`config.mk`:
```
export PLATFORM = sky130hd
export DESIGN_NAME = csw_top
export DESIGN_NICKNAME = d
export VERILOG_FILES = /design/src/csw_pkg.sv /design/src/csw_clk_if.sv /design/src/csw_sck_gen.sv /design/src/csw_top.sv
export VERILOG_INCLUDE_DIRS = /design/src
export SDC_FILE = /design/constraint.sdc
export NUM_CORES = 1
export LEC_CHECK = 0
export BUFFER_PORTS_ARGS = -buffer_cell sky130_fd_sc_hd__buf_2
export CORE_UTILIZATION = 26
export CTS_BUF_LIST = sky130_fd_sc_hd__clkbuf_8
export DETAILED_ROUTE_END_ITERATION = 16
export PLACE_DENSITY = 0.52
export SYNTH_ARGS = -nofsm -noshare
export SYNTH_HDL_FRONTEND = slang
export SYNTH_SLANG_ARGS = --single-unit
```
`constraint.sdc`:
```
create_clock -name CLK -period 2.71 [get_ports CLK]
set_input_delay 0.542 -clock CLK [delete_from_list [all_inputs] [get_ports CLK]]
set_output_delay 0.542 -clock CLK [all_outputs]
set_load 0.02 [all_outputs]
```
`src/csw_cfg.svh`:
```
// Function
// - Every transfer is eight serial-clocked bits
// - Duplex mode: buffer write starts transfer
// - Receive-only mode: shift register read starts
// - Gated slave: select low lets start
// - Gated slave: select high holds off starts
// - Held request starts once select falls
// - Select rising mid-transfer suspends it
// - Started transfer raises in-progress flag
// - Eighth bit: done flag, busy clears
// - Disabled or unused pins stay ports
// - Disable clears busy flag and shifter
`ifndef CSW_CFG_SVH
`define CSW_CFG_SVH

// -------------------------------------------------------------
// Word and clock constants
// -------------------------------------------------------------
`define CSW_BITS 8
`define CSW_SLAVE_SRC 3'h7
`define CSW_HALF_BASE 2
`define CSW_DIV_W 8
`define CSW_RESET_BYTE 8'h00

`endif

```
`src/csw_pkg.sv`:
```
package csw_pkg;
    // -------------------------------------------------------------
    // Types
    // -------------------------------------------------------------
    // Transfer states, Gray coded along idle-pend-run-suspend
    typedef enum logic [1:0] {
        CSW_IDLE = 2'h0,
        CSW_PEND = 2'h1,
        CSW_RUN = 2'h3,
        CSW_SUSP = 2'h2
    } csw_state_t;
    // Clock source selection code
    typedef logic [2:0] csw_sel_t;
endpackage

```
`src/csw_clk_if.sv`:
```
`timescale 1ns/100ps
`default_nettype none
// -------------------------------------------------------------
// Serial clock carrier between control and clock generator
// -------------------------------------------------------------
interface csw_clk_if;
    logic master; // Device drives the serial clock
    logic run; // Transfer is active
    logic ckp; // Clock polarity
    logic [2:0] sel; // Clock source selection
    logic pin_i; // Raw serial clock pin level
    logic lead; // Leading edge pulse
    logic trail; // Trailing edge pulse
    logic sck_o; // Driven serial clock level
    modport ctl (output master, run, ckp, sel, pin_i,
                 input lead, trail, sck_o);
    modport gen (input master, run, ckp, sel, pin_i,
                 output lead, trail, sck_o);
endinterface
`default_nettype wire

```
`src/csw_sck_gen.sv`:
```
`timescale 1ns/100ps
`default_nettype none
`include "csw_cfg.svh"
module csw_sck_gen #(
    parameter int DIV_W = `CSW_DIV_W
) (
    input wire logic clk,
    input wire logic rst_b,
    csw_clk_if.gen cif
);
    import csw_pkg::*;

    // -------------------------------------------------------------
    // Checks
    // -------------------------------------------------------------
    // The slowest master rate needs a half period of 128 cycles
    if (DIV_W < 8) begin : g_bad_div
        $error("csw_sck_gen: DIV_W too small for slowest rate");
    end

    logic [DIV_W-1:0] div_q; // Half period counter
    logic [DIV_W-1:0] limit; // Last count of a half period
    logic tick; // Half period elapsed
    logic gen_on; // Master clock is running
    logic sck_o_q; // Driven clock level
    logic s1_q; // First sync stage
    logic s2_q; // Second sync stage
    logic s3_q; // Previous synced level
    logic lead_q; // Leading edge pulse
    logic trail_q; // Trailing edge pulse

    // Half period is 2, 4, ... 128 cycles by selection code
    assign limit = DIV_W'((`CSW_HALF_BASE << cif.sel) - 1);
    assign gen_on = cif.master & cif.run;
    assign tick = gen_on & (div_q == limit);

    // -------------------------------------------------------------
    // Master divider
    // -------------------------------------------------------------
    always_ff @(posedge clk or negedge rst_b) begin
        if (!rst_b) begin
            div_q <= '0;
        end else if (!gen_on || tick) begin
            div_q <= '0;
        end else begin
            div_q <= div_q + 1'b1;
        end
    end

    // Idle level follows polarity so the pin rests at type level
    always_ff @(posedge clk or negedge rst_b) begin
        if (!rst_b) begin
            sck_o_q <= 1'b1;
        end else if (!gen_on) begin
            sck_o_q <= ~cif.ckp;
        end else if (tick) begin
            sck_o_q <= ~sck_o_q;
        end
    end

    // -------------------------------------------------------------
    // External clock sampling
    // -------------------------------------------------------------
    // The pin is asynchronous; only s2 onward is inspected
    always_ff @(posedge clk or negedge rst_b) begin
        if (!rst_b) begin
            s1_q <= 1'b1;
            s2_q <= 1'b1;
            s3_q <= 1'b1;
        end else begin
            s1_q <= cif.pin_i;
            s2_q <= s1_q;
            s3_q <= s2_q;
        end
    end

    // Edges are seen on the normalised clock (pin xor polarity),
    // whose idle level is one; its fall is the leading edge
    always_ff @(posedge clk or negedge rst_b) begin
        if (!rst_b) begin
            lead_q <= 1'b0;
            trail_q <= 1'b0;
        end else if (cif.master) begin
            lead_q <= tick & (sck_o_q ^ cif.ckp);
            trail_q <= tick & ~(sck_o_q ^ cif.ckp);
        end else begin
            lead_q <= (s3_q ^ cif.ckp) & ~(s2_q ^ cif.ckp);
            trail_q <= ~(s3_q ^ cif.ckp) & (s2_q ^ cif.ckp);
        end
    end

    assign cif.sck_o = sck_o_q;
    assign cif.lead = lead_q;
    assign cif.trail = trail_q;

    // -------------------------------------------------------------
    // Assertions
    // -------------------------------------------------------------
    property p_idle_level;
        @(posedge clk) disable iff (!rst_b)
        (!gen_on ##1 !gen_on) |-> (sck_o_q == ~$past(cif.ckp));
    endproperty
    a_idle_level: assert property (p_idle_level)
        else $error("master clock not at idle level");
endmodule
`default_nettype wire

```
`src/csw_top.sv`:
```
`timescale 1ns/100ps
`default_nettype none
`include "csw_cfg.svh"
module csw_top #(
    parameter int BITS = `CSW_BITS
) (
    input wire logic CLK,
    input wire logic RST_B,
    input wire logic CHANNEL_ENABLE,
    input wire logic DUPLEX_SELECT,
    input wire logic SELECT_GATING_ENABLE,
    input wire logic BIT_ORDER_LSB,
    input wire logic CLOCK_POLARITY,
    input wire logic DATA_PHASE,
    input wire csw_pkg::csw_sel_t CLOCK_SOURCE_SEL,
    input wire logic TX_BUFFER_WR,
    input wire logic [BITS-1:0] TX_BUFFER_DATA,
    input wire logic SHIFT_REG_RD,
    output logic [BITS-1:0] SHIFT_REG_Q,
    output logic XFER_IN_PROGRESS,
    output logic XFER_DONE_IRQ_FLAG,
    input wire logic SERIAL_CLOCK_PIN_I,
    output logic SERIAL_CLOCK_PIN_O,
    output logic SERIAL_CLOCK_PIN_OE,
    output logic SERIAL_OUT_PIN_O,
    output logic SERIAL_OUT_PIN_OE,
    input wire logic SERIAL_IN_PIN_I,
    input wire logic SLAVE_SELECT_IN
);
    import csw_pkg::*;

    // -------------------------------------------------------------
    // Checks
    // -------------------------------------------------------------
    // A shift register of fewer than two bits cannot shift
    if (BITS < 2) begin : g_bad_bits
        $error("csw_top: BITS must be at least 2");
    end

    localparam int ECW = $clog2(2 * BITS); // Edge counter width
    localparam logic [ECW-1:0] LAST_EDGE = ECW'(2 * BITS - 1);

    // -------------------------------------------------------------
    // Declarations
    // -------------------------------------------------------------
    csw_clk_if cif(); // Link to the clock generator
    csw_state_t state_q; // Transfer state
    logic [BITS-1:0] tx_q; // Transmit buffer contents
    logic [BITS-1:0] sh_q; // Shift register
    logic [ECW-1:0] ecnt_q; // Clock edges seen this word
    logic busy_q; // Transfer in progress
    logic done_q; // Word complete pulse
    logic so_q; // Serial out level
    logic sck_oe_q; // Clock pin driven
    logic so_oe_q; // Serial out pin driven
    logic si1_q; // Serial in first sync stage
    logic si2_q; // Serial in second sync stage
    logic ss1_q; // Select first sync stage
    logic ss2_q; // Select second sync stage
    logic master; // Internal clock source chosen
    logic gate; // Select gating in force
    logic ss_hi; // Gated select is high
    logic start_req; // Software asked for a word
    logic go; // Transfer begins now
    logic run_edge; // Any edge while running
    logic smp; // Sampling edge
    logic outedge; // Output-change edge
    logic last; // Final edge of the word
    logic out_bit; // Bit presented next
    logic [BITS-1:0] sh_in; // Shift register after sampling
    logic off_val; // Serial out level when disabled
    logic [BITS-1:0] load_word; // Word loaded at start

    // -------------------------------------------------------------
    // Input synchronisers
    // -------------------------------------------------------------
    // Serial in and select are asynchronous to CLK
    always_ff @(posedge CLK or negedge RST_B) begin
        if (!RST_B) begin
            si1_q <= 1'b0;
            si2_q <= 1'b0;
            ss1_q <= 1'b1;
            ss2_q <= 1'b1;
        end else begin
            si1_q <= SERIAL_IN_PIN_I;
            si2_q <= si1_q;
            ss1_q <= SLAVE_SELECT_IN;
            ss2_q <= ss1_q;
        end
    end

    // -------------------------------------------------------------
    // Mode decode
    // -------------------------------------------------------------
    // Code seven takes the clock from the pin
    assign master = (CLOCK_SOURCE_SEL != `CSW_SLAVE_SRC);
    // Gating only counts in slave mode
    assign gate = SELECT_GATING_ENABLE & ~master;
    assign ss_hi = gate & ss2_q;
    // Duplex starts on a buffer write, receive-only on a read
    assign start_req = CHANNEL_ENABLE &
        (DUPLEX_SELECT ? TX_BUFFER_WR : SHIFT_REG_RD);
    // Start now from idle when select is low, or release a pend
    assign go = CHANNEL_ENABLE & ~ss_hi &
        (((state_q == CSW_IDLE) & start_req) |
         (state_q == CSW_PEND));

    // Edge roles by phase: phase 0 samples on trailing edges
    assign run_edge = (state_q == CSW_RUN) & (cif.lead | cif.trail);
    assign smp = (state_q == CSW_RUN) &
        (DATA_PHASE ? cif.lead : cif.trail);
    assign outedge = (state_q == CSW_RUN) &
        (DATA_PHASE ? cif.trail : cif.lead);
    assign last = run_edge & (ecnt_q == LAST_EDGE);

    // Bit order picks which end leaves and which end fills
    assign out_bit = BIT_ORDER_LSB ? sh_q[0] : sh_q[BITS-1];
    assign sh_in = BIT_ORDER_LSB ? {si2_q, sh_q[BITS-1:1]} :
        {sh_q[BITS-2:0], si2_q};
    // A write in the starting cycle has not reached the buffer yet
    assign load_word = TX_BUFFER_WR ? TX_BUFFER_DATA : tx_q;
    // Stopped level: low unless duplex with phase 1
    assign off_val = DUPLEX_SELECT & DATA_PHASE &
        (BIT_ORDER_LSB ? tx_q[0] : tx_q[BITS-1]);

    // -------------------------------------------------------------
    // Clock generator
    // -------------------------------------------------------------
    assign cif.master = master;
    assign cif.run = (state_q == CSW_RUN);
    assign cif.ckp = CLOCK_POLARITY;
    assign cif.sel = CLOCK_SOURCE_SEL;
    assign cif.pin_i = SERIAL_CLOCK_PIN_I;

    csw_sck_gen #(
        .DIV_W(`CSW_DIV_W)
    ) u_sck_gen (
        .clk(CLK),
        .rst_b(RST_B),
        .cif(cif)
    );

    // -------------------------------------------------------------
    // Transfer state
    // -------------------------------------------------------------
    // Disable drops any transfer, held or running, at once
    always_ff @(posedge CLK or negedge RST_B) begin
        if (!RST_B) begin
            state_q <= CSW_IDLE;
        end else if (!CHANNEL_ENABLE) begin
            state_q <= CSW_IDLE;
        end else begin
            case (state_q)
                CSW_IDLE: begin
                    // A request under high select waits
                    if (start_req && ss_hi) begin
                        state_q <= CSW_PEND;
                    end else if (start_req) begin
                        state_q <= CSW_RUN;
                    end
                end
                CSW_PEND: begin
                    if (!ss_hi) begin
                        state_q <= CSW_RUN;
                    end
                end
                CSW_RUN: begin
                    // Suspension wins over a final edge
                    if (ss_hi) begin
                        state_q <= CSW_SUSP;
                    end else if (last) begin
                        state_q <= CSW_IDLE;
                    end
                end
                CSW_SUSP: begin
                    // Edges are ignored until select falls
                    if (!ss_hi) begin
                        state_q <= CSW_RUN;
                    end
                end
                default: begin
                    state_q <= CSW_IDLE;
                end
            endcase
        end
    end

    // Transmit buffer keeps its value even while stopped
    always_ff @(posedge CLK or negedge RST_B) begin
        if (!RST_B) begin
            tx_q <= BITS'(`CSW_RESET_BYTE);
        end else if (TX_BUFFER_WR) begin
            tx_q <= TX_BUFFER_DATA;
        end
    end

    // Edge counter: two edges per bit
    always_ff @(posedge CLK or negedge RST_B) begin
        if (!RST_B) begin
            ecnt_q <= '0;
        end else if (go || !CHANNEL_ENABLE) begin
            ecnt_q <= '0;
        end else if (run_edge && !ss_hi) begin
            ecnt_q <= ecnt_q + 1'b1;
        end
    end

    // -------------------------------------------------------------
    // Shift register
    // -------------------------------------------------------------
    // Receive-only keeps old contents; they are shifted out unseen
    always_ff @(posedge CLK or negedge RST_B) begin
        if (!RST_B) begin
            sh_q <= BITS'(`CSW_RESET_BYTE);
        end else if (!CHANNEL_ENABLE) begin
            sh_q <= BITS'(`CSW_RESET_BYTE);
        end else if (go && DUPLEX_SELECT) begin
            sh_q <= load_word;
        end else if (smp && !ss_hi) begin
            sh_q <= sh_in;
        end
    end

    // Serial out: phase 1 shows the first bit at start
    always_ff @(posedge CLK or negedge RST_B) begin
        if (!RST_B) begin
            so_q <= 1'b0;
        end else if (!CHANNEL_ENABLE) begin
            so_q <= off_val;
        end else if (!DUPLEX_SELECT) begin
            so_q <= 1'b0;
        end else if (go && DATA_PHASE) begin
            so_q <= BIT_ORDER_LSB ? load_word[0] :
                load_word[BITS-1];
        end else if (outedge && !ss_hi && !last) begin
            // Last bit holds after the final edge
            so_q <= out_bit;
        end
    end

    // -------------------------------------------------------------
    // Status
    // -------------------------------------------------------------
    // Busy covers run and suspend, not a held request
    always_ff @(posedge CLK or negedge RST_B) begin
        if (!RST_B) begin
            busy_q <= 1'b0;
        end else if (!CHANNEL_ENABLE) begin
            busy_q <= 1'b0;
        end else if (go) begin
            busy_q <= 1'b1;
        end else if (last && !ss_hi) begin
            busy_q <= 1'b0;
        end
    end

    // Done is a one-cycle request; the owner keeps the flag
    always_ff @(posedge CLK or negedge RST_B) begin
        if (!RST_B) begin
            done_q <= 1'b0;
        end else begin
            done_q <= CHANNEL_ENABLE & last & ~ss_hi;
        end
    end

    // Pins not used by the mode are left to the port logic
    always_ff @(posedge CLK or negedge RST_B) begin
        if (!RST_B) begin
            sck_oe_q <= 1'b0;
            so_oe_q <= 1'b0;
        end else begin
            sck_oe_q <= CHANNEL_ENABLE & master;
            so_oe_q <= CHANNEL_ENABLE & DUPLEX_SELECT;
        end
    end

    assign SHIFT_REG_Q = sh_q;
    assign XFER_IN_PROGRESS = busy_q;
    assign XFER_DONE_IRQ_FLAG = done_q;
    assign SERIAL_CLOCK_PIN_O = cif.sck_o;
    assign SERIAL_CLOCK_PIN_OE = sck_oe_q;
    assign SERIAL_OUT_PIN_O = so_q;
    assign SERIAL_OUT_PIN_OE = so_oe_q;

    // -------------------------------------------------------------
    // Assertions
    // -------------------------------------------------------------
    property p_word_len;
        @(posedge CLK) disable iff (!RST_B)
        (CHANNEL_ENABLE && run_edge && !ss_hi && ecnt_q == LAST_EDGE)
            |=> done_q;
    endproperty
    a_word_len: assert property (p_word_len)
        else $error("done not raised after final edge");

    property p_duplex_go;
        @(posedge CLK) disable iff (!RST_B)
        (CHANNEL_ENABLE && DUPLEX_SELECT && TX_BUFFER_WR &&
         state_q == CSW_IDLE && !ss_hi) |=> (state_q == CSW_RUN);
    endproperty
    a_duplex_go: assert property (p_duplex_go)
        else $error("buffer write did not start transfer");

    property p_rx_go;
        @(posedge CLK) disable iff (!RST_B)
        (CHANNEL_ENABLE && !DUPLEX_SELECT && SHIFT_REG_RD &&
         state_q == CSW_IDLE && !ss_hi) |=> busy_q;
    endproperty
    a_rx_go: assert property (p_rx_go)
        else $error("shift read did not start reception");

    property p_hold;
        @(posedge CLK) disable iff (!RST_B)
        (CHANNEL_ENABLE && start_req && ss_hi && state_q == CSW_IDLE)
            |=> (state_q == CSW_PEND && !busy_q);
    endproperty
    a_hold: assert property (p_hold)
        else $error("transfer started under high select");

    property p_release;
        @(posedge CLK) disable iff (!RST_B)
        (state_q == CSW_PEND && CHANNEL_ENABLE && !ss_hi)
            |=> (state_q == CSW_RUN && busy_q);
    endproperty
    a_release: assert property (p_release)
        else $error("held request not started on select low");

    property p_suspend;
        @(posedge CLK) disable iff (!RST_B)
        (state_q == CSW_RUN && CHANNEL_ENABLE && ss_hi)
            |=> (state_q == CSW_SUSP && $stable(sh_q) && busy_q);
    endproperty
    a_suspend: assert property (p_suspend)
        else $error("transfer not suspended on select high");

    property p_busy_run;
        @(posedge CLK) disable iff (!RST_B)
        (state_q == CSW_RUN || state_q == CSW_SUSP) |-> busy_q;
    endproperty
    a_busy_run: assert property (p_busy_run)
        else $error("busy low during transfer");

    property p_done_clears;
        @(posedge CLK) disable iff (!RST_B)
        done_q |-> (!busy_q && state_q == CSW_IDLE && $past(busy_q));
    endproperty
    a_done_clears: assert property (p_done_clears)
        else $error("busy still set at completion");

    property p_ports_free;
        @(posedge CLK) disable iff (!RST_B)
        (!CHANNEL_ENABLE || (!master && !DUPLEX_SELECT))
            |=> !SERIAL_CLOCK_PIN_OE;
    endproperty
    a_ports_free: assert property (p_ports_free)
        else $error("clock pin driven when stopped or slave");

    property p_disable;
        @(posedge CLK) disable iff (!RST_B)
        !CHANNEL_ENABLE |=> (!busy_q && sh_q == '0 && !so_oe_q &&
            state_q == CSW_IDLE);
    endproperty
    a_disable: assert property (p_disable)
        else $error("disable did not clear channel");
endmodule
`default_nettype wire

```
==> flow_metrics.tcl <==
set metrics [dict create \
    endpoint_kind "flip-flop" \
    clock-skew-final_ps 9.76 \
    finalWeightedCongestion 0.726 \
    yosys.area_share.simple_pct 18.8 \
    grt_use_total_pct 11.4 \
    yosys.area.top_type "dfrtp_1" \
    fin_nets 308 \
    grt_pass1_wl_um 8900 \
    synth_fp_nets 267 \
    num_antenna_cells 0 \
    layout-drive-gt1-share_pct 27.0 \
    outcome "completed" \
    layout_common_cells "39 x dfrtp_1, 37 x buf_2, 15 x mux2i_1" \
    netlist_instances 236 \
    synth_compound_area_share_pct 14.2 \
    synth_top_family_by_area "simple AND/OR/NAND/NOR gates" \
    io_buffer_count 37 \
    yosysSeqAreaShare_pct 44.9 \
    finalWorstSetupSlack_ps 370 \
    cts_resized 0 \
    die_area_mm2 0.0101 \
    num_vias 1948 \
    fp.dieH_um 101 \
    antenna_left 0 \
    period_share_pct 86.4 \
    synth.top_cell.area_share_pct 38.7 \
    fin_total_pwr_w 0.00162 \
    leakage_nw 1.29 \
    h-tree-depth 2 \
    seqCellArea_mm2 0.00113 \
    critPathMaxFanout 7 \
    grt_setup_unrepaired "false" \
    synthMuxAreaShare_pct 10.9 \
    cts_setup_buffers 0 \
    grt_max_degree 32 \
    p_per_area_mw_per_mm2 546 \
    critPathLaunchType "input pin" \
    hold_viol 0 \
    postCtsHoldBufs 0 \
    clockBufferDepth 2 \
    insertion_delay_ps 290 \
    fin_setup_tns_ps 0 \
    drt_first_pass_iters 4 \
    yosys_warnings 0 \
    io_pins 38 \
    clkTransAtPathRegs_ps 80 \
    cts_tree "yes" \
    ir_worst_vdd_uv 188 \
    grt_pass1_vias 1830 \
    area_growth_pct 17.4 \
    core-area_mm2 0.00933 \
    required_ps 2870 \
    setup_viol 0 \
    preCtsSetupSlack_ps 81.3 \
    rows 35 \
    synth_xor_area_share_pct 5.21 \
    start_util_pct 27.1 \
    netlist-cell-type-count 51 \
    drt_wl_total_um 5470 \
    synth-adder-area-share_pct 3.47 \
    syn_area_per_cell_um2 10.7 \
    slew_headroom_pct 61.2 \
    multi_input_area_mm2 0.00133 \
    drt_iter0_drc 91 \
    nFillCells 951 \
    dominantRegCellSynth "dfrtp_1" \
    worstPathArrival_ps 2500 \
    antenna_found_initial 0 \
    dp_hpwl_um 4040 \
    synth_edf_count 0 \
    fin_util_pct 31.8 \
    synth_area_mm2 0.00252 \
    die_w_um 101 \
    ys_ff_latch 45 \
    drcViolationCount 0 \
    clockRootBuffer "clkbuf_8" \
    crit_type "in -> reg" \
    viasPerCell 4.79 \
    clock_sinks 45 \
    wl_per_cell_um 13.4 \
    post-route-min-period_ps 2340 \
    max_freq_mhz 427 \
    tightestPinTransition_ps 580 \
    synth_area_leaders "dfrtp_1 39%, dfstp_2 6.2%, mux2i_1 5.9%" \
    min_path_type "in -> async" \
    slew_viol_final 0 \
    grt_remaining_overflow 0 \
    cts_buffers 5 \
    layout_commonest_cell "dfrtp_1" \
    ys_async_sr_fraction_pct 100 \
    max-cap-violations 0 \
]
[cell type report]
| class | instances | share of cell area [%] |
|---|---|---|
| well taps | 129 | 5.45 |
| flip-flops and latches | 45 | 38.3 |
| repair buffers | 44 | 8.03 |
| multi-input cells | 176 | 44.8 |
| clock inverters | 3 | 0.507 |
| inverters | 5 | 0.634 |
| clock buffers | 5 | 2.32 |
[power breakdown]
| group | switching (W) | internal [W] |
|---|---|---|
| registers | 0.0000441 | 0.000734 |
| logic | 0.000254 | 0.000185 |
| clock network | 0.000223 | 0.000175 |
[state kept, by name, summed over array words and instances, names as in the netlist, 2 cells and up]
signal and flops:
SHIFT_REG_Q 8, tx_q 8, u_sck_gen.div_q 8, ecnt_q 4
state_q 2
[Yosys cell counts (2+ instances only)]
| cell type | count |
|---|---|
| dfrtp_1 | 39 |
| mux2i_1 | 15 |
| nor2_1 | 14 |
| mux2_2 | 11 |
| o21ai_0 | 11 |
| nand2_1 | 10 |
| clkbuf_1 | 9 |
| nand3_1 | 9 |
| nor3_1 | 9 |
| xor2_1 | 9 |
| a32o_1 | 8 |
| ha_1 | 7 |
| nand2b_1 | 7 |
| dfstp_2 | 6 |
| xnor2_1 | 6 |
| inv_1 | 5 |
| a22oi_1 | 4 |
| and2_1 | 4 |
| and3_1 | 4 |
| nor2b_1 | 4 |
| nand4_1 | 3 |
| nor3b_1 | 3 |
| o311ai_0 | 3 |
| or2_2 | 3 |
| or2b_1 | 3 |
| a21boi_0 | 2 |
| a31oi_1 | 2 |
| nand4b_1 | 2 |
| o21a_1 | 2 |
[worst paths after layout]
check | start | endpoint | slack, ps | depth (start not counted)
min in group CLK | SLAVE_SELECT_IN | ss1_q$_DFF_PN1_ | 340 | 1
max in group asynchronous | RST_B | u_sck_gen.s3_q$_DFF_PN1_ | 1800 | 2
worst min register to register | si1_q$_DFF_PN0_ | si2_q$_DFF_PN0_ | 350 | 0
worst min-delay path | RST_B | tx_q[6]$_DFF_PN0_ | 150 | 1
worst max-delay path | CLOCK_SOURCE_SEL[1] | u_sck_gen.div_q[1]$_DFF_PN0_ | 370 | 8
worst max register to register | state_q[1]$_DFFE_PN0P_ | ecnt_q[3]$_DFFE_PN0P_ | 840 | 6
[per-stage QoR]
stage,hold WS (ps),instance area (um2),instances
after floorplan,246,2520,236
after global placement,333,2880,399
after detailed placement,337,2880,399
after CTS,149,2960,407
after global routing,152,2960,407
final,146,2960,407
[worst max-delay path, stage by stage]
cell and delay (ps):
buf_2 100, or3_4 380, ha_1 250, xnor2_1 210, a31oi_1 80, or4_4 580, a31oi_4 260, nor3b_1 90
[logic make-up (layout without fill, tap and decap cells)]
| logic type | after synthesis | after routing |
|---|---|---|
| flops | 45 | 45 |
| simple gates | 83 | 83 |
| xor+xnor | 15 | 15 |
| mux | 26 | 26 |
| buf+inv | 15 | 57 |
| fa+ha+maj | 7 | 7 |
| compound gates | 45 | 45 |
[per-layer routing]
layer  routed length, um  track usage, %  vias to the layer above
li1                    -               -                      952
met1                2640            15.3                      965
met2                2620            18.1                       29
met3                 163            2.70                        2
met4                  44            3.34                        0
met5                   0               0                        -
(Power assumes the default switching activity.)
